$ cat config.mk
export PLATFORM = sky130hd
export DESIGN_NAME = meter_aux_register_bank
export DESIGN_NICKNAME = d
export VERILOG_FILES = /design/src/meter_aux_pkg.sv /design/src/meter_aux_register_bank.sv /design/src/rtc_calendar.sv /design/src/stream_serializer.sv
export VERILOG_INCLUDE_DIRS = /design/src
export SDC_FILE = /design/constraint.sdc
export NUM_CORES = 1
export LEC_CHECK = 0
export BUFFER_PORTS_ARGS = -buffer_cell sky130_fd_sc_hd__buf_2
export CELL_PAD_IN_SITES_DETAIL_PLACEMENT = 1
export CELL_PAD_IN_SITES_GLOBAL_PLACEMENT = 1
export CORE_MARGIN = 1
export CORE_UTILIZATION = 50
export CTS_BUF_LIST = sky130_fd_sc_hd__clkbuf_4
export CTS_CLUSTER_DIAMETER = 120
export CTS_CLUSTER_SIZE = 20
export DETAILED_ROUTE_END_ITERATION = 10
export HOLD_SLACK_MARGIN = 0.06
export PLACE_DENSITY_LB_ADDON = 0.1
export SLEW_MARGIN = 20
export SYNTH_ARGS = -nofsm -noshare
export SYNTH_HDL_FRONTEND = slang
export SYNTH_SLANG_ARGS = --single-unit
$ cat constraint.sdc
create_clock -name CORE_CLK -period 7.2 [get_ports CORE_CLK]
set_input_delay 0.36 -clock CORE_CLK [delete_from_list [all_inputs] [get_ports CORE_CLK]]
set_output_delay 0.36 -clock CORE_CLK [all_outputs]
set_load 0.01 [all_outputs]
$ cat src/meter_aux_regs.svh
// register offsets, field positions, reset values and timing counts
// of the metering auxiliary register bank; definitions only.
// assumes a 100 MHz core clock and a word-wide register port.
//
// Overview of operation
// - operating-hours register counts elapsed time in hundredths of an hour.
// - any host write to date or time-of-day clears operating hours.
// - date bits 15-8 hold year 0..255, zero meaning year 2000.
// - date bits 23-16 hold month 1..12, bits 31-24 day 1..31.
// - writing the date register loads a new calendar date.
// - time bits 7-0 hold weekday 1..7, one meaning Sunday.
// - time bits 15-8 hold hour 0..23, zero meaning midnight.
// - time bits 23-16 hold minutes, bits 31-24 seconds, each 0..59.
// - writing the time register loads new time and weekday.
// - monitor reaches test pin only when enabled and selector equals 3.
// - monitor selector holds four engine addresses, slot one in top byte.
// - stream enable bit 23 sends the configured block every 397 us.
// - stream bits 7-0 give word count, bits 15-8 start address.
// - stream bit 18 picks frame polarity, zero positive, one negative.
// - bits 20-19 place frame pulses: start, every 8, 16, 32 bits.
// - bit 21 clear runs clock freely; set holds it low when idle.
// - stream bit 22 selects clock rate, zero 5 MHz, one 10 MHz.
// - written pin value drives output pins; input pins ignore it.
// - reading pin value returns the present level of all pins.
// - direction byte bits 23-16 makes pin output when bit is one.
// - masked pin edge sets edge flag in the following interval.
`ifndef METER_AUX_REGS_SVH
`define METER_AUX_REGS_SVH

`define REG_PIN_CTRL 7'h1a
`define REG_OP_HOURS 7'h1e
`define REG_TIME_DAY 7'h1f
`define REG_DATE 7'h20
`define REG_MON_SEL 7'h21
`define REG_STREAM_CTRL 7'h22

`define PIN_VALUE_LSB 0
`define PIN_DIR_LSB 16
`define PIN_MASK_LSB 24
`define STREAM_CTRL_BITS 24

`define TEST_SEL_MONITOR 2'h3

`define RTC_SEC_MAX 8'h3b
`define RTC_MIN_MAX 8'h3b
`define RTC_HOUR_MAX 8'h17
`define RTC_WDAY_MAX 8'h07
`define RTC_MONTH_MAX 8'h0c
`define RTC_FEB 8'h02
`define RTC_CENTURY1 8'h64
`define RTC_CENTURY2 8'hc8

`define RST_YEAR 8'h00
`define RST_MONTH 8'h01
`define RST_DAY 8'h01
`define RST_WDAY 8'h07
`define RST_HOUR 8'h00
`define RST_MIN 8'h00
`define RST_SEC 8'h00

`define CLK_PERIOD_NS 10
`define STREAM_PERIOD_US 397
`define STREAM_PERIOD_CYC (`STREAM_PERIOD_US * 1000 / `CLK_PERIOD_NS)
`define SECOND_S 1
`define SECOND_CYC (`SECOND_S * 1000000000 / `CLK_PERIOD_NS)
`define HOUR_FRACTION_S 36
// 3.6e9 cycles: fits 32 bits only unsigned, so the product is kept unsigned
`define HOUR_FRACTION_CYC (`HOUR_FRACTION_S * 32'h05f5e100 / `CLK_PERIOD_NS * 10)
`define SLOW_CLK_MHZ 5
`define FAST_CLK_MHZ 10
`define SLOW_HALF_CYC (1000 / (`SLOW_CLK_MHZ * 2 * `CLK_PERIOD_NS))
`define FAST_HALF_CYC (1000 / (`FAST_CLK_MHZ * 2 * `CLK_PERIOD_NS))

`endif

$ cat src/meter_aux_pkg.sv
// types shared by the register bank, the calendar and the stream sender.
// packed layouts follow the register bit positions, msb first.
package meter_aux_pkg;

  typedef struct packed {
    logic wr;
    logic rd;
    logic [6:0] addr;
    logic [31:0] wdata;
  } reg_req_t;

  typedef struct packed {
    logic en;
    logic fast;
    logic gate;
    logic [1:0] fmt;
    logic pol;
    logic [1:0] spare;
    logic [7:0] start;
    logic [7:0] count;
  } stream_ctrl_t;

  typedef struct packed {
    logic [7:0] day;
    logic [7:0] month;
    logic [7:0] year;
    logic [7:0] unused;
  } date_t;

  typedef struct packed {
    logic [7:0] sec;
    logic [7:0] min;
    logic [7:0] hour;
    logic [7:0] wday;
  } tod_t;

  typedef struct packed {
    date_t date;
    tod_t tod;
  } cal_state_t;

  typedef enum logic [1:0] {
    SER_IDLE = 2'b00,
    SER_LOAD = 2'b01,
    SER_SHIFT = 2'b10
  } ser_state_t;

  typedef struct packed {
    ser_state_t state;
    logic sclk;
    logic [3:0] div;
    logic [4:0] bitn;
    logic [7:0] left;
    logic [7:0] addr;
    logic [31:0] shreg;
    logic [31:0] nxt;
    logic nxt_valid;
    logic rd;
    logic rd_pend;
    logic first;
    logic sdata;
    logic fr_act;
    logic fr;
  } ser_t;

  typedef struct packed {
    logic [7:0] pin_out;
    logic [7:0] pin_dir;
    logic [7:0] pin_mask;
    logic [7:0] pin_prev;
    logic [7:0] edge_pend;
    logic edge_flag;
    logic [31:0] mon_sel;
    stream_ctrl_t sctl;
    logic [31:0] hours;
    logic [31:0] hour_pre;
    logic [31:0] sec_pre;
    logic [31:0] per_cnt;
    logic start;
    logic sec_tick;
    logic test_out;
    logic [31:0] rdata;
    logic rvalid;
  } top_t;

endpackage : meter_aux_pkg

$ cat src/meter_aux_register_bank.sv
// auxiliary register bank: pin port, operating hours, calendar,
// monitor selector and stream control behind a word register port.
// assumes the serial control link decodes frames into single-cycle
// read and write requests and that INTERVAL_TICK marks interval ends.
`timescale 1ns/1ns
`include "meter_aux_regs.svh"
module meter_aux_register_bank #(
  parameter int STREAM_PERIOD_CYC = `STREAM_PERIOD_CYC,
  parameter int SECOND_CYC = `SECOND_CYC,
  parameter int unsigned HOUR_FRACTION_CYC = `HOUR_FRACTION_CYC
) (
  input wire logic CORE_CLK,
  input wire logic NRST,
  input meter_aux_pkg::reg_req_t REG_REQ,
  output logic [31:0] REG_RDATA,
  output logic REG_RVALID,
  input wire logic [7:0] GENERAL_PINS_IN,
  output logic [7:0] GENERAL_PINS_OUT,
  output logic [7:0] GENERAL_PINS_OE,
  input wire logic INTERVAL_TICK,
  output logic PIN_EDGE_FLAG,
  input wire logic MONITOR_ENABLE,
  input wire logic [1:0] TEST_OUTPUT_SELECT,
  input wire logic MONITOR_SERIAL,
  output logic [31:0] MONITOR_SLOT_ADDR,
  output logic TEST_OUT,
  output logic ENGINE_RD,
  output logic [7:0] ENGINE_ADDR,
  input wire logic [31:0] ENGINE_DATA,
  output logic STREAM_CLOCK,
  output logic STREAM_DATA,
  output logic FRAME_PULSE
);
  meter_aux_pkg::top_t st_r;
  meter_aux_pkg::top_t st_nxt;
  logic [31:0] time_word;
  logic [31:0] date_word;
  logic wr_pins;
  logic wr_time;
  logic wr_date;
  logic hour_tick;
  logic [7:0] edges;
  logic [7:0] new_dir;
  logic ser_busy;

  assign wr_pins = REG_REQ.wr && REG_REQ.addr == `REG_PIN_CTRL;
  assign wr_time = REG_REQ.wr && REG_REQ.addr == `REG_TIME_DAY;
  assign wr_date = REG_REQ.wr && REG_REQ.addr == `REG_DATE;
  assign hour_tick = st_r.hour_pre == 32'(HOUR_FRACTION_CYC - 1);
  assign edges = (GENERAL_PINS_IN ^ st_r.pin_prev) & st_r.pin_mask;
  assign new_dir = REG_REQ.wdata[`PIN_DIR_LSB +: 8];

  always_comb begin
    st_nxt = st_r;
    st_nxt.pin_prev = GENERAL_PINS_IN;
    // pin control: value, direction and edge mask; bits 15-8 dropped
    if (wr_pins) begin
      st_nxt.pin_dir = new_dir;
      st_nxt.pin_mask = REG_REQ.wdata[`PIN_MASK_LSB +: 8];
      st_nxt.pin_out = (st_r.pin_out & ~new_dir) |
                       (REG_REQ.wdata[`PIN_VALUE_LSB +: 8] & new_dir);
    end
    // edges caught now are reported at the next interval boundary;
    // an edge in the boundary cycle itself goes to the next interval
    if (INTERVAL_TICK) begin
      st_nxt.edge_flag = st_r.edge_pend != 8'h00;
      st_nxt.edge_pend = edges;
    end else begin
      st_nxt.edge_pend = st_r.edge_pend | edges;
    end
    if (REG_REQ.wr && REG_REQ.addr == `REG_MON_SEL) begin
      st_nxt.mon_sel = REG_REQ.wdata;
    end
    if (REG_REQ.wr && REG_REQ.addr == `REG_STREAM_CTRL) begin
      // spare bits are stored as written; the host keeps them zero
      st_nxt.sctl = REG_REQ.wdata[`STREAM_CTRL_BITS-1:0];
    end
    st_nxt.test_out = MONITOR_ENABLE &&
                      TEST_OUTPUT_SELECT == `TEST_SEL_MONITOR &&
                      MONITOR_SERIAL;
    // prescalers are 32 bits wide so the long defaults still fit
    st_nxt.sec_tick = 1'b0;
    if (st_r.sec_pre == 32'(SECOND_CYC - 1)) begin
      st_nxt.sec_pre = 32'h0;
      st_nxt.sec_tick = 1'b1;
    end else begin
      st_nxt.sec_pre = st_r.sec_pre + 32'h1;
    end
    st_nxt.hour_pre = hour_tick ? 32'h0 : st_r.hour_pre + 32'h1;
    if (wr_time || wr_date) begin
      st_nxt.hours = 32'h0;
      st_nxt.hour_pre = 32'h0;
    end else if (hour_tick) begin
      st_nxt.hours = st_r.hours + 32'h1;
    end
    // the period runs only while enabled and restarts on enable
    st_nxt.start = 1'b0;
    if (!st_r.sctl.en) begin
      st_nxt.per_cnt = 32'h0;
    end else if (st_r.per_cnt == 32'(STREAM_PERIOD_CYC - 1)) begin
      st_nxt.per_cnt = 32'h0;
      st_nxt.start = 1'b1;
    end else begin
      st_nxt.per_cnt = st_r.per_cnt + 32'h1;
    end
    st_nxt.rvalid = REG_REQ.rd;
    if (REG_REQ.rd) begin
      case (REG_REQ.addr)
        `REG_PIN_CTRL: st_nxt.rdata = {st_r.pin_mask, st_r.pin_dir, 8'h00,
                                       GENERAL_PINS_IN};
        `REG_OP_HOURS: st_nxt.rdata = st_r.hours;
        `REG_TIME_DAY: st_nxt.rdata = time_word;
        `REG_DATE: st_nxt.rdata = date_word;
        `REG_MON_SEL: st_nxt.rdata = st_r.mon_sel;
        `REG_STREAM_CTRL: st_nxt.rdata = {8'h00, st_r.sctl};
        default: st_nxt.rdata = 32'h0;
      endcase
    end
  end

  always_ff @(posedge CORE_CLK or negedge NRST) begin
    if (!NRST) begin
      st_r <= '0;
    end else begin
      st_r <= st_nxt;
    end
  end

  rtc_calendar u_cal (
    .clk(CORE_CLK),
    .nrst(NRST),
    .sec_tick(st_r.sec_tick),
    .load_time(wr_time),
    .load_date(wr_date),
    .wdata(REG_REQ.wdata),
    .time_word(time_word),
    .date_word(date_word)
  );

  stream_serializer u_ser (
    .clk(CORE_CLK),
    .nrst(NRST),
    .start(st_r.start),
    .ctl(st_r.sctl),
    .eng_rd(ENGINE_RD),
    .eng_addr(ENGINE_ADDR),
    .eng_data(ENGINE_DATA),
    .sclk_out(STREAM_CLOCK),
    .sdata_out(STREAM_DATA),
    .frame_out(FRAME_PULSE),
    .busy(ser_busy)
  );

  assign REG_RDATA = st_r.rdata;
  assign REG_RVALID = st_r.rvalid;
  assign GENERAL_PINS_OUT = st_r.pin_out;
  assign GENERAL_PINS_OE = st_r.pin_dir;
  assign PIN_EDGE_FLAG = st_r.edge_flag;
  assign MONITOR_SLOT_ADDR = st_r.mon_sel;
  assign TEST_OUT = st_r.test_out;
endmodule : meter_aux_register_bank

$ cat src/rtc_calendar.sv
// calendar and time-of-day keeper, advanced by a one-second tick.
// assumes load strobes are single-cycle and data is binary coded.
`timescale 1ns/1ns
`include "meter_aux_regs.svh"
module rtc_calendar (
  input wire logic clk,
  input wire logic nrst,
  input wire logic sec_tick,
  input wire logic load_time,
  input wire logic load_date,
  input wire logic [31:0] wdata,
  output logic [31:0] time_word,
  output logic [31:0] date_word
);
  localparam meter_aux_pkg::cal_state_t CAL_RST = '{
    date: '{day: `RST_DAY, month: `RST_MONTH, year: `RST_YEAR,
            unused: 8'h00},
    tod: '{sec: `RST_SEC, min: `RST_MIN, hour: `RST_HOUR,
           wday: `RST_WDAY}};

  meter_aux_pkg::cal_state_t st_r;
  meter_aux_pkg::cal_state_t st_nxt;

  // century years 2100 and 2200 are not leap years
  function automatic logic [7:0] month_days(input logic [7:0] month,
                                            input logic [7:0] year);
    logic leap;
    leap = (year[1:0] == 2'h0) && (year != `RTC_CENTURY1) &&
           (year != `RTC_CENTURY2);
    case (month)
      `RTC_FEB: month_days = leap ? 8'h1d : 8'h1c;
      8'h04, 8'h06, 8'h09, 8'h0b: month_days = 8'h1e;
      default: month_days = 8'h1f;
    endcase
  endfunction : month_days

  always_comb begin
    st_nxt = st_r;
    if (sec_tick) begin
      if (st_r.tod.sec != `RTC_SEC_MAX) begin
        st_nxt.tod.sec = st_r.tod.sec + 8'h01;
      end else begin
        st_nxt.tod.sec = 8'h00;
        if (st_r.tod.min != `RTC_MIN_MAX) begin
          st_nxt.tod.min = st_r.tod.min + 8'h01;
        end else begin
          st_nxt.tod.min = 8'h00;
          if (st_r.tod.hour != `RTC_HOUR_MAX) begin
            st_nxt.tod.hour = st_r.tod.hour + 8'h01;
          end else begin
            st_nxt.tod.hour = 8'h00;
            st_nxt.tod.wday = (st_r.tod.wday >= `RTC_WDAY_MAX) ? 8'h01 :
                              st_r.tod.wday + 8'h01;
            if (st_r.date.day <
                month_days(st_r.date.month, st_r.date.year)) begin
              st_nxt.date.day = st_r.date.day + 8'h01;
            end else begin
              st_nxt.date.day = 8'h01;
              if (st_r.date.month < `RTC_MONTH_MAX) begin
                st_nxt.date.month = st_r.date.month + 8'h01;
              end else begin
                st_nxt.date.month = 8'h01;
                // year 255 wraps to 0, the register has no wider range
                st_nxt.date.year = st_r.date.year + 8'h01;
              end
            end
          end
        end
      end
    end
    // a host load overrides the tick that lands in the same cycle
    if (load_time) begin
      st_nxt.tod = wdata;
    end
    if (load_date) begin
      st_nxt.date = {wdata[31:8], 8'h00};
    end
  end

  always_ff @(posedge clk or negedge nrst) begin
    if (!nrst) begin
      st_r <= CAL_RST;
    end else begin
      st_r <= st_nxt;
    end
  end

  assign time_word = st_r.tod;
  assign date_word = st_r.date;
endmodule : rtc_calendar

$ cat src/stream_serializer.sv
// synchronous serial sender: reads a block of engine words and shifts
// them out msb first with clock and frame pulse.
// assumes engine read data is valid one cycle after the read strobe.
`timescale 1ns/1ns
`include "meter_aux_regs.svh"
module stream_serializer (
  input wire logic clk,
  input wire logic nrst,
  input wire logic start,
  input meter_aux_pkg::stream_ctrl_t ctl,
  output logic eng_rd,
  output logic [7:0] eng_addr,
  input wire logic [31:0] eng_data,
  output logic sclk_out,
  output logic sdata_out,
  output logic frame_out,
  output logic busy
);
  meter_aux_pkg::ser_t s_r;
  meter_aux_pkg::ser_t s_nxt;
  logic fall;
  logic [3:0] half;

  function automatic logic frame_mark(input logic [1:0] fmt,
                                      input logic [4:0] bitn,
                                      input logic first);
    case (fmt)
      2'h0: frame_mark = first && (bitn == 5'h1f);
      2'h1: frame_mark = bitn[2:0] == 3'h7;
      2'h2: frame_mark = bitn[3:0] == 4'hf;
      2'h3: frame_mark = bitn == 5'h1f;
      default: frame_mark = 1'b0;
    endcase
  endfunction : frame_mark

  always_comb begin
    s_nxt = s_r;
    s_nxt.rd = 1'b0;
    fall = 1'b0;
    half = ctl.fast ? 4'(`FAST_HALF_CYC) : 4'(`SLOW_HALF_CYC);
    // the divider runs free so an ungated clock keeps toggling
    if (s_r.div == 4'h0) begin
      s_nxt.div = half - 4'h1;
      s_nxt.sclk = ~s_r.sclk;
      fall = s_r.sclk;
    end else begin
      s_nxt.div = s_r.div - 4'h1;
    end
    if (s_r.rd_pend) begin
      s_nxt.nxt = eng_data;
      s_nxt.nxt_valid = 1'b1;
    end
    s_nxt.rd_pend = s_r.rd;
    case (s_r.state)
      meter_aux_pkg::SER_IDLE: begin
        s_nxt.sdata = 1'b0;
        s_nxt.fr_act = 1'b0;
        s_nxt.nxt_valid = 1'b0;
        // a zero count sends nothing for that period
        if (start && ctl.count != 8'h00) begin
          s_nxt.rd = 1'b1;
          s_nxt.addr = ctl.start;
          s_nxt.left = ctl.count - 8'h01;
          s_nxt.first = 1'b1;
          s_nxt.state = meter_aux_pkg::SER_LOAD;
        end
      end
      meter_aux_pkg::SER_LOAD, meter_aux_pkg::SER_SHIFT: begin
        if (fall) begin
          if (s_r.state == meter_aux_pkg::SER_SHIFT && s_r.bitn != 5'h0)
          begin
            s_nxt.bitn = s_r.bitn - 5'h1;
            s_nxt.shreg = {s_r.shreg[30:0], 1'b0};
            s_nxt.sdata = s_r.shreg[30];
            s_nxt.fr_act = frame_mark(ctl.fmt, s_r.bitn - 5'h1,
                                      1'b0);
          end else if (s_r.nxt_valid) begin
            // next word is prefetched while the current one shifts
            s_nxt.shreg = s_r.nxt;
            s_nxt.sdata = s_r.nxt[31];
            s_nxt.bitn = 5'h1f;
            s_nxt.nxt_valid = 1'b0;
            s_nxt.first = 1'b0;
            s_nxt.fr_act = frame_mark(ctl.fmt, 5'h1f, s_r.first);
            s_nxt.state = meter_aux_pkg::SER_SHIFT;
            if (s_r.left != 8'h00) begin
              s_nxt.rd = 1'b1;
              s_nxt.addr = s_r.addr + 8'h01;
              s_nxt.left = s_r.left - 8'h01;
            end
          end else if (s_r.state == meter_aux_pkg::SER_SHIFT) begin
            s_nxt.sdata = 1'b0;
            s_nxt.fr_act = 1'b0;
            s_nxt.state = meter_aux_pkg::SER_IDLE;
          end
        end
      end
      default: begin
        s_nxt.state = meter_aux_pkg::SER_IDLE;
      end
    endcase
    s_nxt.fr = s_nxt.fr_act ^ ctl.pol;
  end

  always_ff @(posedge clk or negedge nrst) begin
    if (!nrst) begin
      s_r <= '0;
    end else begin
      s_r <= s_nxt;
    end
  end

  assign eng_rd = s_r.rd;
  assign eng_addr = s_r.addr;
  assign sdata_out = s_r.sdata;
  assign frame_out = s_r.fr;
  assign busy = s_r.state != meter_aux_pkg::SER_IDLE;
  assign sclk_out = ctl.gate ?
                    (s_r.sclk && s_r.state == meter_aux_pkg::SER_SHIFT) :
                    s_r.sclk;
endmodule : stream_serializer

# == Word level (Yosys, flattened, before mapping) ==
# Cells that the tools add are included.
# classes
n_addsub,17
n_lt_le_gt_ge,3
n_eq_ne,43
mux,71
bitwise_logic,9
reduce_logical,40
# ops
op,count
$mux 32,11
$pmux 32 s6,1
$add 32x1->32 const B,4
$mux 24,5
$mux 8,13
$mux 16,5
$add 8x1->8 const B,8
$mux 53,1
$mux 48,1
$eq 32x16->1 const B,1
$eq 32x27->1 const B,1
$eq 32x32->1 const B,1
$pmux 16 s2,1
$and 8x8->8,3
$reduce_bool 8->1,3
$mux 2,11
$eq 7x5->1 const B,3
$eq 7x6->1 const B,3
$ne 2x2->1 const B,9
$eq 8x3->1 const B,2
$eq 8x4->1 const B,2
$ne 8x6->1 const B,2
$or 8x8->8,2
$pmux 8 s2,1
44 further kinds,89
# word_totals
regBits,416
in_bits,88
out_inout_bits,95
word_cells,229

# == Logic depth before layout (Yosys ltp) ==
# Gate-level depths: netlist of the first run.
# depth
word_depth,16
mapped_depth,11
ltp_nobuf,11

# == Modules after synthesis ==
# Synthesis of the first run repeated with hierarchy kept, for this count alone.
# unflattened
cells_unflattened,2165
hier_area_um2,21418.0
# by_module_without_submodules
module,instances,cells_each,area_each_um2,seq_area_each_um2
meter_aux_register_bank,1,1321,13145.1,6531.3
stream_serializer,1,464,4889.7,2452.4
rtc_calendar,1,380,3383.2,1407.6

# == Least setup slack after synthesis of the first run ==
# Ideal clock, no wire load.
# synth_timing
kind,register -> register
start,"register u_cal.st_r, in the netlist u_cal.date_word[16]"
end,"register u_cal.st_r, in the netlist u_cal.date_word[17]"
setup_time_ns,0.125
arrival_time_ns,2.430
t_required_ns,7.075
setup_slack_ns,4.645
path_stages_with_launch,11
n_path_buf,0
period_less_slack_ns,2.555
path_cell_list,dfstp_2 -> inv_1 -> ha_1 -> nor3b_1 -> nor2b_1 -> ha_1 -> nor2_1 -> o21ai_0 -> o21bai_2 -> a31o_2 -> mux2_2
# synth_between
elab_chain_cells,10
word_cells_on_any_way,23
cone_classes,add/sub: 1; order compare: 2; eq/ne: 6; mux: 12; reduce/logical: 2
# synth_rtl
item,line_no,source
start: declaration,rtc_calendar.sv:21,meter_aux_pkg::cal_state_t st_r;
start signal: assignment,rtc_calendar.sv:84,st_r <= st_nxt;
$eq 8x3->1 or $eq 8x4->1 (tied branches),rtc_calendar.sv:30,case (month)
$reduce_or 4->1,rtc_calendar.sv:30,
$pmux 8 s2,rtc_calendar.sv:30,
$mux 8,rtc_calendar.sv:48,if (st_r.tod.hour != `RTC_HOUR_MAX) begin
$mux 8,rtc_calendar.sv:44,if (st_r.tod.min != `RTC_MIN_MAX) begin
$mux 8,rtc_calendar.sv:40,if (st_r.tod.sec != `RTC_SEC_MAX) begin
$mux 8,rtc_calendar.sv:39,if (sec_tick) begin
$lt 8x8->1,rtc_calendar.sv:54,if (st_r.date.day <
$ne 2x2->1 (no source line),n/a,
$reduce_and 5->1 (no source line),n/a,
# Parallel ways exist; a longest one is shown, timed or not. The select of a mux whose other input is x is not followed.
# A chain may end at the register's enable or synchronous reset.

# == Final worst setup path of the first run ==
# layout_timing
start,"register u_cal.st_r, in the netlist u_cal.time_word[25]"
end,"register u_cal.st_r, in the netlist u_cal.date_word[9]"
# layout_between
elab_chain_cells,3
# layout_rtl
item
$ne 8x6->1 (no source line)
$ne 2x2->1 (no source line)
$reduce_and 6->1 (no source line)
# Every way passes these cells.

==> results.sh, run 1 <==
export IMPL_synth_area_sq_mm=0.0211
export IMPL_first_iter_violations=1201
export IMPL_synthArstFlopShare=1.00
export IMPL_rows=74
export IMPL_postCtsHoldBufs=79
export IMPL_slowest_delay_ns=0.58
export IMPL_place_congestion=0.895
export IMPL_arrival_ns=4.00
export IMPL_rsz0062_at_grt="false"
export IMPL_ys_seq_area_frac=0.492
export IMPL_synth_main_ff_cell="dfrtp_1"
export IMPL_required_ns=7.93
export IMPL_layout_common_cells="dfrtp_1, nor2_1, nand2_1"
export IMPL_dpl_hpwl_mm=44.0
export IMPL_period_needed_ns=3.28
export IMPL_ys_types=82
export IMPL_peakVddDrop_uv=124
export IMPL_cp_end_kind="flop"
export IMPL_cp_slowest_cell="nand2_1"
export IMPL_drt_wirelength_per_cell_microns=21.9
export IMPL_cellPowerDensity_mw_per_mm2=191
export IMPL_io_buffers=182
export IMPL_max_cap_violations=0
export IMPL_grt_pass1_wl_mm=99.6
export IMPL_track_usage=0.290
export IMPL_power_switching_mw=1.35
export IMPL_clock_path_buffers=3
export IMPL_avgViaCountPerCell=5.92
export IMPL_cts_tree="yes"
export IMPL_critPathKind="reg2reg"
export IMPL_cp_max_fo=15
export IMPL_drtPass1Iterations=7
export IMPL_grt_overflow_total=0
export IMPL_syn_to_final_growth_pct=8.83
export IMPL_final_max_slew_viol_count=0
export IMPL_die_y_microns=208
export IMPL_layout_commonest_cell="dfrtp_1"
export IMPL_hold_violations=0
export IMPL_internal_power_mw=3.04
export IMPL_postRouteAntennaNets=0
export IMPL_ctsResizeCount=0
export IMPL_clk_latency_ns=0.85
export IMPL_cp_start_kind="flop"
export IMPL_p_comb_frac=0.153
export IMPL_worst_setup_hold_path_clk_slew_ns=0.23
export IMPL_slew_headroom=0.294
export IMPL_dieWidth_microns=208
export IMPL_ctsHtreeMaxLevel=1
export IMPL_die_area_sq_mm=0.0431
export IMPL_drt_drc_violations_left=0
export IMPL_grt_max_degree=166
export IMPL_netSwitchingFraction=0.308
export IMPL_dr_wl_met2_mm=28.7
export IMPL_grt_pass1_vias=17588
export IMPL_vias=16722
export IMPL_core_sq_mm=0.0413
export IMPL_start_util=0.512
export IMPL_synth_area_per_cell_sq_um=9.80
export IMPL_m1WireLength_mm=27.9
export IMPL_min_path_type="in2async"
export IMPL_antenna_found_initial=4
export IMPL_post_route_util=0.557
export IMPL_synth_edf_count=0
export IMPL_clkPwrFrac=0.226
export IMPL_status="complete, no violations"
export IMPL_cts_made_buffers=24
export IMPL_cts_root_buf="clkbuf_4"
export IMPL_period_share=0.455
export IMPL_wl_met3_mm=3.67
export IMPL_path_cells="ha_1 -> nor4b_4 -> and4_1 -> nand2_1 -> nor3_1 -> mux2i_1 -> o21ai_0"
export IMPL_syn_num_nets=2272
export IMPL_dr_max_layer_used="met5"
export IMPL_ios=183
export IMPL_ys_warn_count=0
export IMPL_cts_sinks=415
export IMPL_setup_viol=0
export IMPL_finalNetCount=2391
export IMPL_synth_seq_cells=415
export IMPL_syn_inst=2156
export IMPL_p_seq_frac=0.621
export IMPL_max_freq_ghz=0.305
export IMPL_worst_pin_slew_ns=1.06
export IMPL_wl_mm=62.0
export IMPL_cts_setup_buffers=0
export IMPL_fin_worst_skew_ns=0.0402
export IMPL_power_leakage_nw=10.4
export IMPL_setup_tns_ns=0
export IMPL_drive_gt1_frac=0.168
## logic make-up (layout without fill, tap and decap cells)
| logic type | Yosys count | count (layout) | share of synthesized area |
|---|---|---|---|
| multiplexers | 155 | 155 | 0.0794 |
| AND/OR/NAND/NOR | 794 | 794 | 0.181 |
| AO/OA/AOI/OAI | 348 | 348 | 0.106 |
| other | 0 | 2 | 0 |
| buffers and inverters | 272 | 407 | 0.0652 |
| adder cells (fa/ha/maj) | 28 | 28 | 0.0166 |
| flip-flops | 415 | 415 | 0.492 |
| XOR/XNOR | 144 | 144 | 0.0597 |
## cell usage after synthesis, types with 8 or more instances
| library cell | count | area, sq um |
|---|---|---|
| buf_2 | 14 | 70.1 |
| o22ai_1 | 43 | 269 |
| and3_1 | 28 | 175 |
| xnor2_1 | 80 | 701 |
| nand4_1 | 40 | 250 |
| buf_1 | 9 | 33.8 |
| o2bb2ai_1 | 9 | 78.8 |
| nand2_1 | 239 | 897 |
| a21oi_1 | 81 | 405 |
| inv_1 | 82 | 308 |
| a31oi_1 | 45 | 282 |
| nand3_1 | 66 | 330 |
| a22o_1 | 22 | 193 |
| o21ai_0 | 72 | 360 |
| a221oi_1 | 18 | 158 |
| and4_1 | 16 | 140 |
| a32o_1 | 8 | 80.1 |
| nor2_1 | 247 | 927 |
| nor4_1 | 27 | 169 |
| dfrtp_1 | 410 | 10300 |
| nand2b_1 | 9 | 56.3 |
| nor3_1 | 47 | 235 |
| mux2_2 | 102 | 1150 |
| nor4b_1 | 11 | 96.3 |
| clkbuf_1 | 76 | 285 |
| or3_1 | 9 | 56.3 |
| xor2_1 | 64 | 561 |
| mux2i_1 | 53 | 531 |
| ha_1 | 28 | 350 |
| buf_4 | 88 | 661 |
## routing by layer
layer  global-route usage  up-vias
met5                    0        -
met4               0.0815        4
met3               0.0419      107
met2                0.467      420
met1                0.410     8512
li1                     -     7679
## critical path: cells and delay by family, from the launching register on
family	cells	cell delay, ns
AND/OR/NAND/NOR	4	2.11
flip-flops	1	0.46
adder cells (fa/ha/maj)	1	0.26
multiplexers	1	0.23
AO/OA/AOI/OAI	1	0.10
## power by group through the flow
stage,sequential [mW],clock (mW),combinational (mW)
2_1_floorplan,2.69,0,0.436
3_3_place_gp,2.75,0,0.610
3_5_place_dp,2.77,0,0.639
4_1_cts,2.73,1.02,0.674
5_1_grt,2.76,1.09,0.747
6_report,2.73,0.993,0.673
## registers in the layout, indices dropped and copies added (netlist names), named ones only
register,flops
MONITOR_SLOT_ADDR,32
u_cal.date_word,24
TEST_OUT,1
GENERAL_PINS_OE,8
st_r,178
REG_RVALID,1
u_cal.time_word,32
u_ser.frame_out,1
REG_RDATA,32
u_ser.eng_addr,8
u_ser.eng_rd,1
u_ser.s_r,87
u_ser.sdata_out,1
PIN_EDGE_FLAG,1
## path summary, 6_finish.rpt
kind                                                  endpoint                       startpoint  slack [ns]  cells past startpoint
worst min-delay path                 u_ser.s_r[15]$_DFFE_PN0P_                             NRST        0.11                      2
worst min register to register          u_ser.s_r[4]$_DFF_PN0_           u_ser.eng_rd$_DFF_PN0_        0.44                      0
worst max register to register  u_cal.date_word[9]$_DFFE_PN0P_  u_cal.time_word[25]$_DFFE_PN0N_        3.92                      7
min in group CORE_CLK                REG_RDATA[26]$_DFFE_PN0P_                      REG_REQ[36]        0.19                      5
max in group asynchronous                  st_r[224]$_DFF_PN0_                             NRST        5.65                      3
worst max-delay path            u_cal.date_word[9]$_DFFE_PN0P_  u_cal.time_word[25]$_DFFE_PN0N_        3.92                      7
## layout make-up
type / count / area [sq um]
Inverter: 83 / 312
Sequential cell: 415 / 10400
Clock buffer: 41 / 308
Multi-Input combinational cell: 1469 / 9420
Antenna cell: 2 / 5.00
Timing Repair Buffer: 282 / 1890
Tap cell: 532 / 666
Clock inverter: 1 / 7.51
Fill cell: 4653 / 18300
## metrics by stage
step           cell area, sq um  setup slack, ns  hold slack, ns  instances  power (mW)
4_1_cts                   23000             3.73           0.143       2823        4.42
2_1_floorplan             21100             4.65          0.0644       2156        3.12
5_1_grt                   23000             3.73           0.182       2824        4.60
3_5_place_dp              21900             3.62           0.405       2702        3.41
3_3_place_gp              21900             3.76           0.401       2702        3.36
6_report                  23000             3.92           0.107       2825        4.40
Power figures use the tool's default switching activity.
==> inputs of run 2 (changes only) <==
CORE_UTILIZATION = 44   (was 50)
clock period = 2.9 ns   (was 7.2 ns; I/O delays follow)
==> results.sh, run 2 (synthesis gave the netlist of run 1 again) <==
export IMPL_track_usage=0.265
export IMPL_top_register="st_r"
export IMPL_fin_worst_skew_ns=0.0426
export IMPL_wl_mm=64.8
export IMPL_cp_end_kind="flop"
export IMPL_slowest_delay_ns=0.59
export IMPL_largest_reg_flops=178
export IMPL_crit_top_cell="ha_1"
export IMPL_cts_tree="yes"
export IMPL_finalNetCount=2492
export IMPL_first_iter_violations=1156
export IMPL_max_freq_ghz=0.364
export IMPL_avgViaCountPerCell=5.68
export IMPL_rsz0062_at_grt="false"
export IMPL_cts_root_buf="clkbuf_4"
export IMPL_status="complete, no violations"
export IMPL_min_path_type="in2reg"
export IMPL_grt_max_degree=71
export IMPL_worst_pin_slew_ns=0.811
export IMPL_arrival_ns=3.48
export IMPL_period_share=0.947
export IMPL_worstHoldEndpoint="u_cal.time_word[31]$_DFFE_PN0N_"
export IMPL_slew_headroom=0.458
export IMPL_drt_wirelength_per_cell_microns=21.6
export IMPL_worstHoldStart="REG_REQ[31]"
export IMPL_cp_start_kind="flop"
export IMPL_vias=17037
export IMPL_ios=183
export IMPL_dpl_hpwl_mm=46.1
export IMPL_die_area_sq_mm=0.0489
export IMPL_clk_latency_ns=0.84
export IMPL_cp_slowest_cell="dfstp_2"
export IMPL_r2r_cells=10
export IMPL_clock_path_buffers=3
export IMPL_cellPowerDensity_mw_per_mm2=460
export IMPL_dp_slack_ns=-0.00197
export IMPL_fin_cells=3001
export IMPL_r2r_start="u_cal.date_word[16]$_DFFE_PN1P_"
export IMPL_rows=79
export IMPL_r2r_setup_slack_ns=0.15
export IMPL_path_cells="inv_1 -> ha_1 -> nor3b_1 -> nor2b_1 -> ha_1 -> nor2_1 -> o21ai_0 -> o21bai_2 -> a31o_2 -> mux2_2"
export IMPL_drt_drc_violations_left=0
export IMPL_layout_setup_ws_ns=0.153
export IMPL_cts_sinks=415
export IMPL_multiInputGateArea_sq_mm=0.00943
export IMPL_antenna_found_initial=2
export IMPL_postRouteAntennaNets=0
export IMPL_drive_gt1_frac=0.183
export IMPL_setup_tns_ns=0
export IMPL_power_leakage_nw=10.8
export IMPL_cp_max_fo=7
export IMPL_max_cap_violations=0
export IMPL_io_buffers=182
export IMPL_syn_to_final_growth_pct=14.0
export IMPL_required_ns=3.63
export IMPL_final_max_slew_viol_count=0
export IMPL_top_regs="st_r x178, u_ser.s_r x87"
export IMPL_worst_setup_hold_path_clk_slew_ns=0.25
export IMPL_die_y_microns=221
export IMPL_ctsHtreeMaxLevel=1
export IMPL_cts_made_buffers=24
export IMPL_layout_commonest_cell="dfrtp_1"
export IMPL_dieWidth_microns=221
export IMPL_setup_viol=0
export IMPL_critPathKind="reg2reg"
export IMPL_grt_overflow_total=0
export IMPL_hold_depth=4
export IMPL_fillers=5271
export IMPL_place_congestion=0.879
export IMPL_layout_common_cells="dfrtp_1, nor2_1, nand2_1"
export IMPL_hold_violations=0
export IMPL_r2r_end="u_cal.date_word[17]$_DFFE_PN0P_"
export IMPL_start_util=0.450
export IMPL_grt_pass1_vias=17882
export IMPL_grt_pass1_wl_mm=103
export IMPL_peakVddDrop_uv=323
export IMPL_period_needed_ns=2.75
export IMPL_drtPass1Iterations=5
export IMPL_placedCellCount=2821
export IMPL_core_sq_mm=0.0470
export IMPL_regArea_sq_mm=0.0104
run 2: cell count changes in the layout (fill, tap and decap cells not counted), sizes merged:
cell,delta
clkbuf,+1
buf,+48
dlygate4sd3,+53
diode,-1
run 2: timing repair:
item,CTS,global route
endpoints found under the setup margin,2,8
hold endpoints to repair,635,0
hold buffers,133,0
resized for setup,1,6
pin swaps,1,1
buffers inserted,1,2
run 2: cell type report:
type                       instances  share of cell area
clock inverter                     1            0.000312
inverter                          83              0.0129
sequential                       415               0.431
tap                              607              0.0315
multi-input combinational       1469               0.392
clock buffer                      42              0.0131
timing repair buffer             383               0.119
antenna                            1            0.000104
run 2: power by group:
group          total [mW]  internal (mW)  switching (mW)
sequential           6.77           6.21           0.563
combinational        1.79          0.797           0.990
clock                2.52          0.644            1.87
total                11.1           7.65            3.43
run 2: layer usage:
| layer | GRT usage | routed length (microns) | up-vias |
|---|---|---|---|
| met4 | 0.0758 | 1760 | 2 |
| met5 | 0 | 13 | - |
| met2 | 0.426 | 30000 | 356 |
| li1 | - | - | 7883 |
| met3 | 0.0263 | 2520 | 80 |
| met1 | 0.382 | 30500 | 8716 |
run 2: worst max-delay path, delay by kind of cell (launching register included):
family	cells	cell delay, ns
compound gates	3	0.74
fa+ha+maj	2	0.40
buf+inv	1	0.06
flops	1	0.59
mux	1	0.35
simple gates	3	0.53
run 2: how the worst max path moves through the flow:
stage | depth (start not counted) | startpoint | to
after floorplan | 10 | u_cal.date_word[16]$_DFFE_PN1P_ | u_cal.date_word[17]$_DFFE_PN0P_
after global placement | 10 | u_cal.date_word[16]$_DFFE_PN1P_ | u_cal.date_word[17]$_DFFE_PN0P_
after detailed placement | 10 | u_cal.date_word[16]$_DFFE_PN1P_ | u_cal.date_word[17]$_DFFE_PN0P_
after CTS | 11 | u_cal.date_word[16]$_DFFE_PN1P_ | u_cal.date_word[14]$_DFFE_PN0P_
after global routing | 8 | u_cal.date_word[17]$_DFFE_PN0P_ | u_cal.date_word[11]$_DFFE_PN0P_
final | 10 | u_cal.date_word[16]$_DFFE_PN1P_ | u_cal.date_word[17]$_DFFE_PN0P_
run 2: through the flow:
stage / utilization / power [mW] / hold slack (ns) / cell area [sq um]
6_report: 0.513 / 11.1 / 0.134 / 24100
2_1_floorplan: - / 7.76 / -0.151 / 21100
3_3_place_gp: 0.476 / 8.40 / 0.237 / 22400
4_1_cts: 0.512 / 11.2 / 0.0606 / 24000
3_5_place_dp: 0.476 / 8.50 / 0.233 / 22400
5_1_grt: 0.513 / 11.6 / 0.0966 / 24100
==> inputs of run 3 (changes only) <==
BUFFER_PORTS_ARGS = unset   (was -buffer_cell sky130_fd_sc_hd__buf_2)
CORE_UTILIZATION = 47   (was 44)
DONT_BUFFER_PORTS = 1   (was unset)
==> results.sh, run 3 (synthesis gave the netlist of run 1 again) <==
export IMPL_rsz0062_at_grt="true"
export IMPL_layout_common_cells="dfrtp_1, nor2_1, nand2_1"
export IMPL_ctsHtreeMaxLevel=1
export IMPL_worst_setup_hold_path_clk_slew_ns=0.22
export IMPL_p_seq_frac=0.632
export IMPL_drt_wirelength_per_cell_microns=22.6
export IMPL_die_area_sq_mm=0.0458
export IMPL_power_leakage_nw=10.1
export IMPL_setup_viol=0
export IMPL_rows=77
export IMPL_drtPass1Iterations=5
export IMPL_top_regs="st_r x178, u_ser.s_r x87"
export IMPL_required_ns=3.68
export IMPL_cp_start_kind="input pin"
export IMPL_grt_overflow_total=0
export IMPL_cts_tree="yes"
export IMPL_avgViaCountPerCell=5.83
export IMPL_clkPwrFrac=0.233
export IMPL_cp_slowest_cell="dlygate4sd3_1"
export IMPL_min_path_type="in2async"
export IMPL_antenna_found_initial=6
export IMPL_status="complete, but fails checks"
export IMPL_cts_made_buffers=24
export IMPL_placedCellCount=2604
export IMPL_dpl_hpwl_mm=43.0
export IMPL_worst_pin_slew_ns=1.60
export IMPL_power_switching_mw=3.25
export IMPL_ios=183
export IMPL_drt_drc_violations_left=0
export IMPL_cp_end_kind="flop"
export IMPL_dieWidth_microns=214
export IMPL_max_freq_ghz=0.354
export IMPL_core_sq_mm=0.0443
export IMPL_max_cap_violations=0
export IMPL_postRouteAntennaNets=0
export IMPL_setup_tns_ns=0
export IMPL_syn_to_final_growth_pct=9.89
export IMPL_fin_cells=2812
export IMPL_die_y_microns=214
export IMPL_top_register="st_r"
export IMPL_period_needed_ns=2.83
export IMPL_track_usage=0.279
export IMPL_io_buffers=0
export IMPL_slew_headroom=-0.0672
export IMPL_placed_area_sq_mm=0.0212
export IMPL_final_max_slew_viol_count=81
export IMPL_clock_path_buffers=3
export IMPL_peakVddDrop_uv=298
export IMPL_first_iter_violations=1209
export IMPL_netSwitchingFraction=0.302
export IMPL_postCtsHoldBufs=158
export IMPL_place_congestion=0.916
export IMPL_slowest_delay_ns=0.59
export IMPL_cp_max_fo=32
export IMPL_vias=16404
export IMPL_grt_pass1_wl_mm=102
export IMPL_grt_pass1_vias=17134
export IMPL_layout_commonest_cell="dfrtp_1"
export IMPL_internal_power_mw=7.53
export IMPL_wl_mm=63.6
export IMPL_critPathKind="in2reg"
export IMPL_cts_root_buf="clkbuf_4"
export IMPL_grt_max_degree=416
export IMPL_hold_violations=415
export IMPL_final_cell_area_sq_mm=0.0232
export IMPL_whs_ns=-1.04
export IMPL_fin_worst_skew_ns=0.0460
export IMPL_p_comb_frac=0.135
export IMPL_path_cells="dlygate4sd3_1 -> buf_12 -> nor3_2 -> nand3_1 -> dlygate4sd3_1 -> buf_4 -> o22ai_1 -> dlygate4sd3_1 -> a21oi_1 -> dlygate4sd3_1 -> a21oi_1"
export IMPL_cellPowerDensity_mw_per_mm2=464
export IMPL_drive_gt1_frac=0.109
export IMPL_violations="negative hold slack, max-slew violations"
export IMPL_cts_sinks=415
export IMPL_clk_latency_ns=0.84
export IMPL_arrival_ns=3.61
export IMPL_largest_reg_flops=178
export IMPL_start_util=0.477
export IMPL_finalNetCount=2315
export IMPL_crit_top_cell="dlygate4sd3_1"
export IMPL_period_share=0.975
[run 3: timing repair]
action	in CTS	in global routing
setup endpoints to repair	2	12
endpoints found under the hold margin	698	415
resized for setup	1	13
buffers inserted	0	3
pin swaps	0	2
[run 3: final timing paths]
kind / slack, ns / from / depth (start not counted) / end
hold reg to reg: 0.48 / u_ser.eng_rd$_DFF_PN0_ / 0 / u_ser.s_r[4]$_DFF_PN0_
min in group CORE_CLK: 0.12 / REG_REQ[13] / 3 / u_cal.time_word[13]$_DFFE_PN0P_
hold / removal: -1.04 / NRST / 0 / u_ser.s_r[10]$_DFFE_PN0P_
setup / recovery: 0.07 / REG_REQ[34] / 11 / REG_RDATA[22]$_DFFE_PN0P_
setup reg to reg: 0.08 / GENERAL_PINS_OE[6]$_DFFE_PN0P_ / 7 / REG_RDATA[22]$_DFFE_PN0P_
max in group asynchronous: 2.63 / NRST / 0 / st_r[41]$_DFF_PN0_
[run 3: routing by layer]
layer / GRT usage / vias up / share of wire
li1: - / 7530 / -
met1: 0.394 / 8428 / 0.46
met2: 0.447 / 376 / 0.47
met3: 0.0566 / 66 / 0.058
met4: 0.0586 / 4 / 0.021
met5: 0 / - / 0.00036
[run 3: metrics by stage]
stage | power (mW) | worst slack, ns | utilization
final | 10.8 | 0.0737 | 0.524
after global routing | 11.3 | -0.0615 | 0.524
after CTS | 10.8 | 0.0233 | 0.522
after detailed placement | 8.11 | 0.00433 | 0.478
after global placement | 8.03 | 0.0961 | 0.478
after floorplan | 7.76 | 0.345 | -
[run 3: area by class of cell]
cell class                      instances  area (sq um)
Timing Repair Buffer                  206          1990
Tap cell                              592           741
Sequential cell                       415         10400
Clock inverter                          1          7.51
Antenna cell                            4          10.0
Multi-Input combinational cell       1469          9460
Inverter                               83           312
Clock buffer                           42           315
Fill cell                            4952         21100
[run 3: critical path: cells and delay by family]
kind	cells	cell delay (ns)
buffers and inverters	6	2.71
AND/OR/NAND/NOR	2	0.38
AO/OA/AOI/OAI	3	0.36
[run 3: power groups by stage]
stage / registers [mW] / logic, mW / clock network (mW)
4_1_cts: 6.81 / 1.42 / 2.62
3_5_place_dp: 6.92 / 1.19 / 0
5_1_grt: 6.90 / 1.62 / 2.78
3_3_place_gp: 6.89 / 1.14 / 0
2_1_floorplan: 6.68 / 1.08 / 0
6_report: 6.82 / 1.46 / 2.51
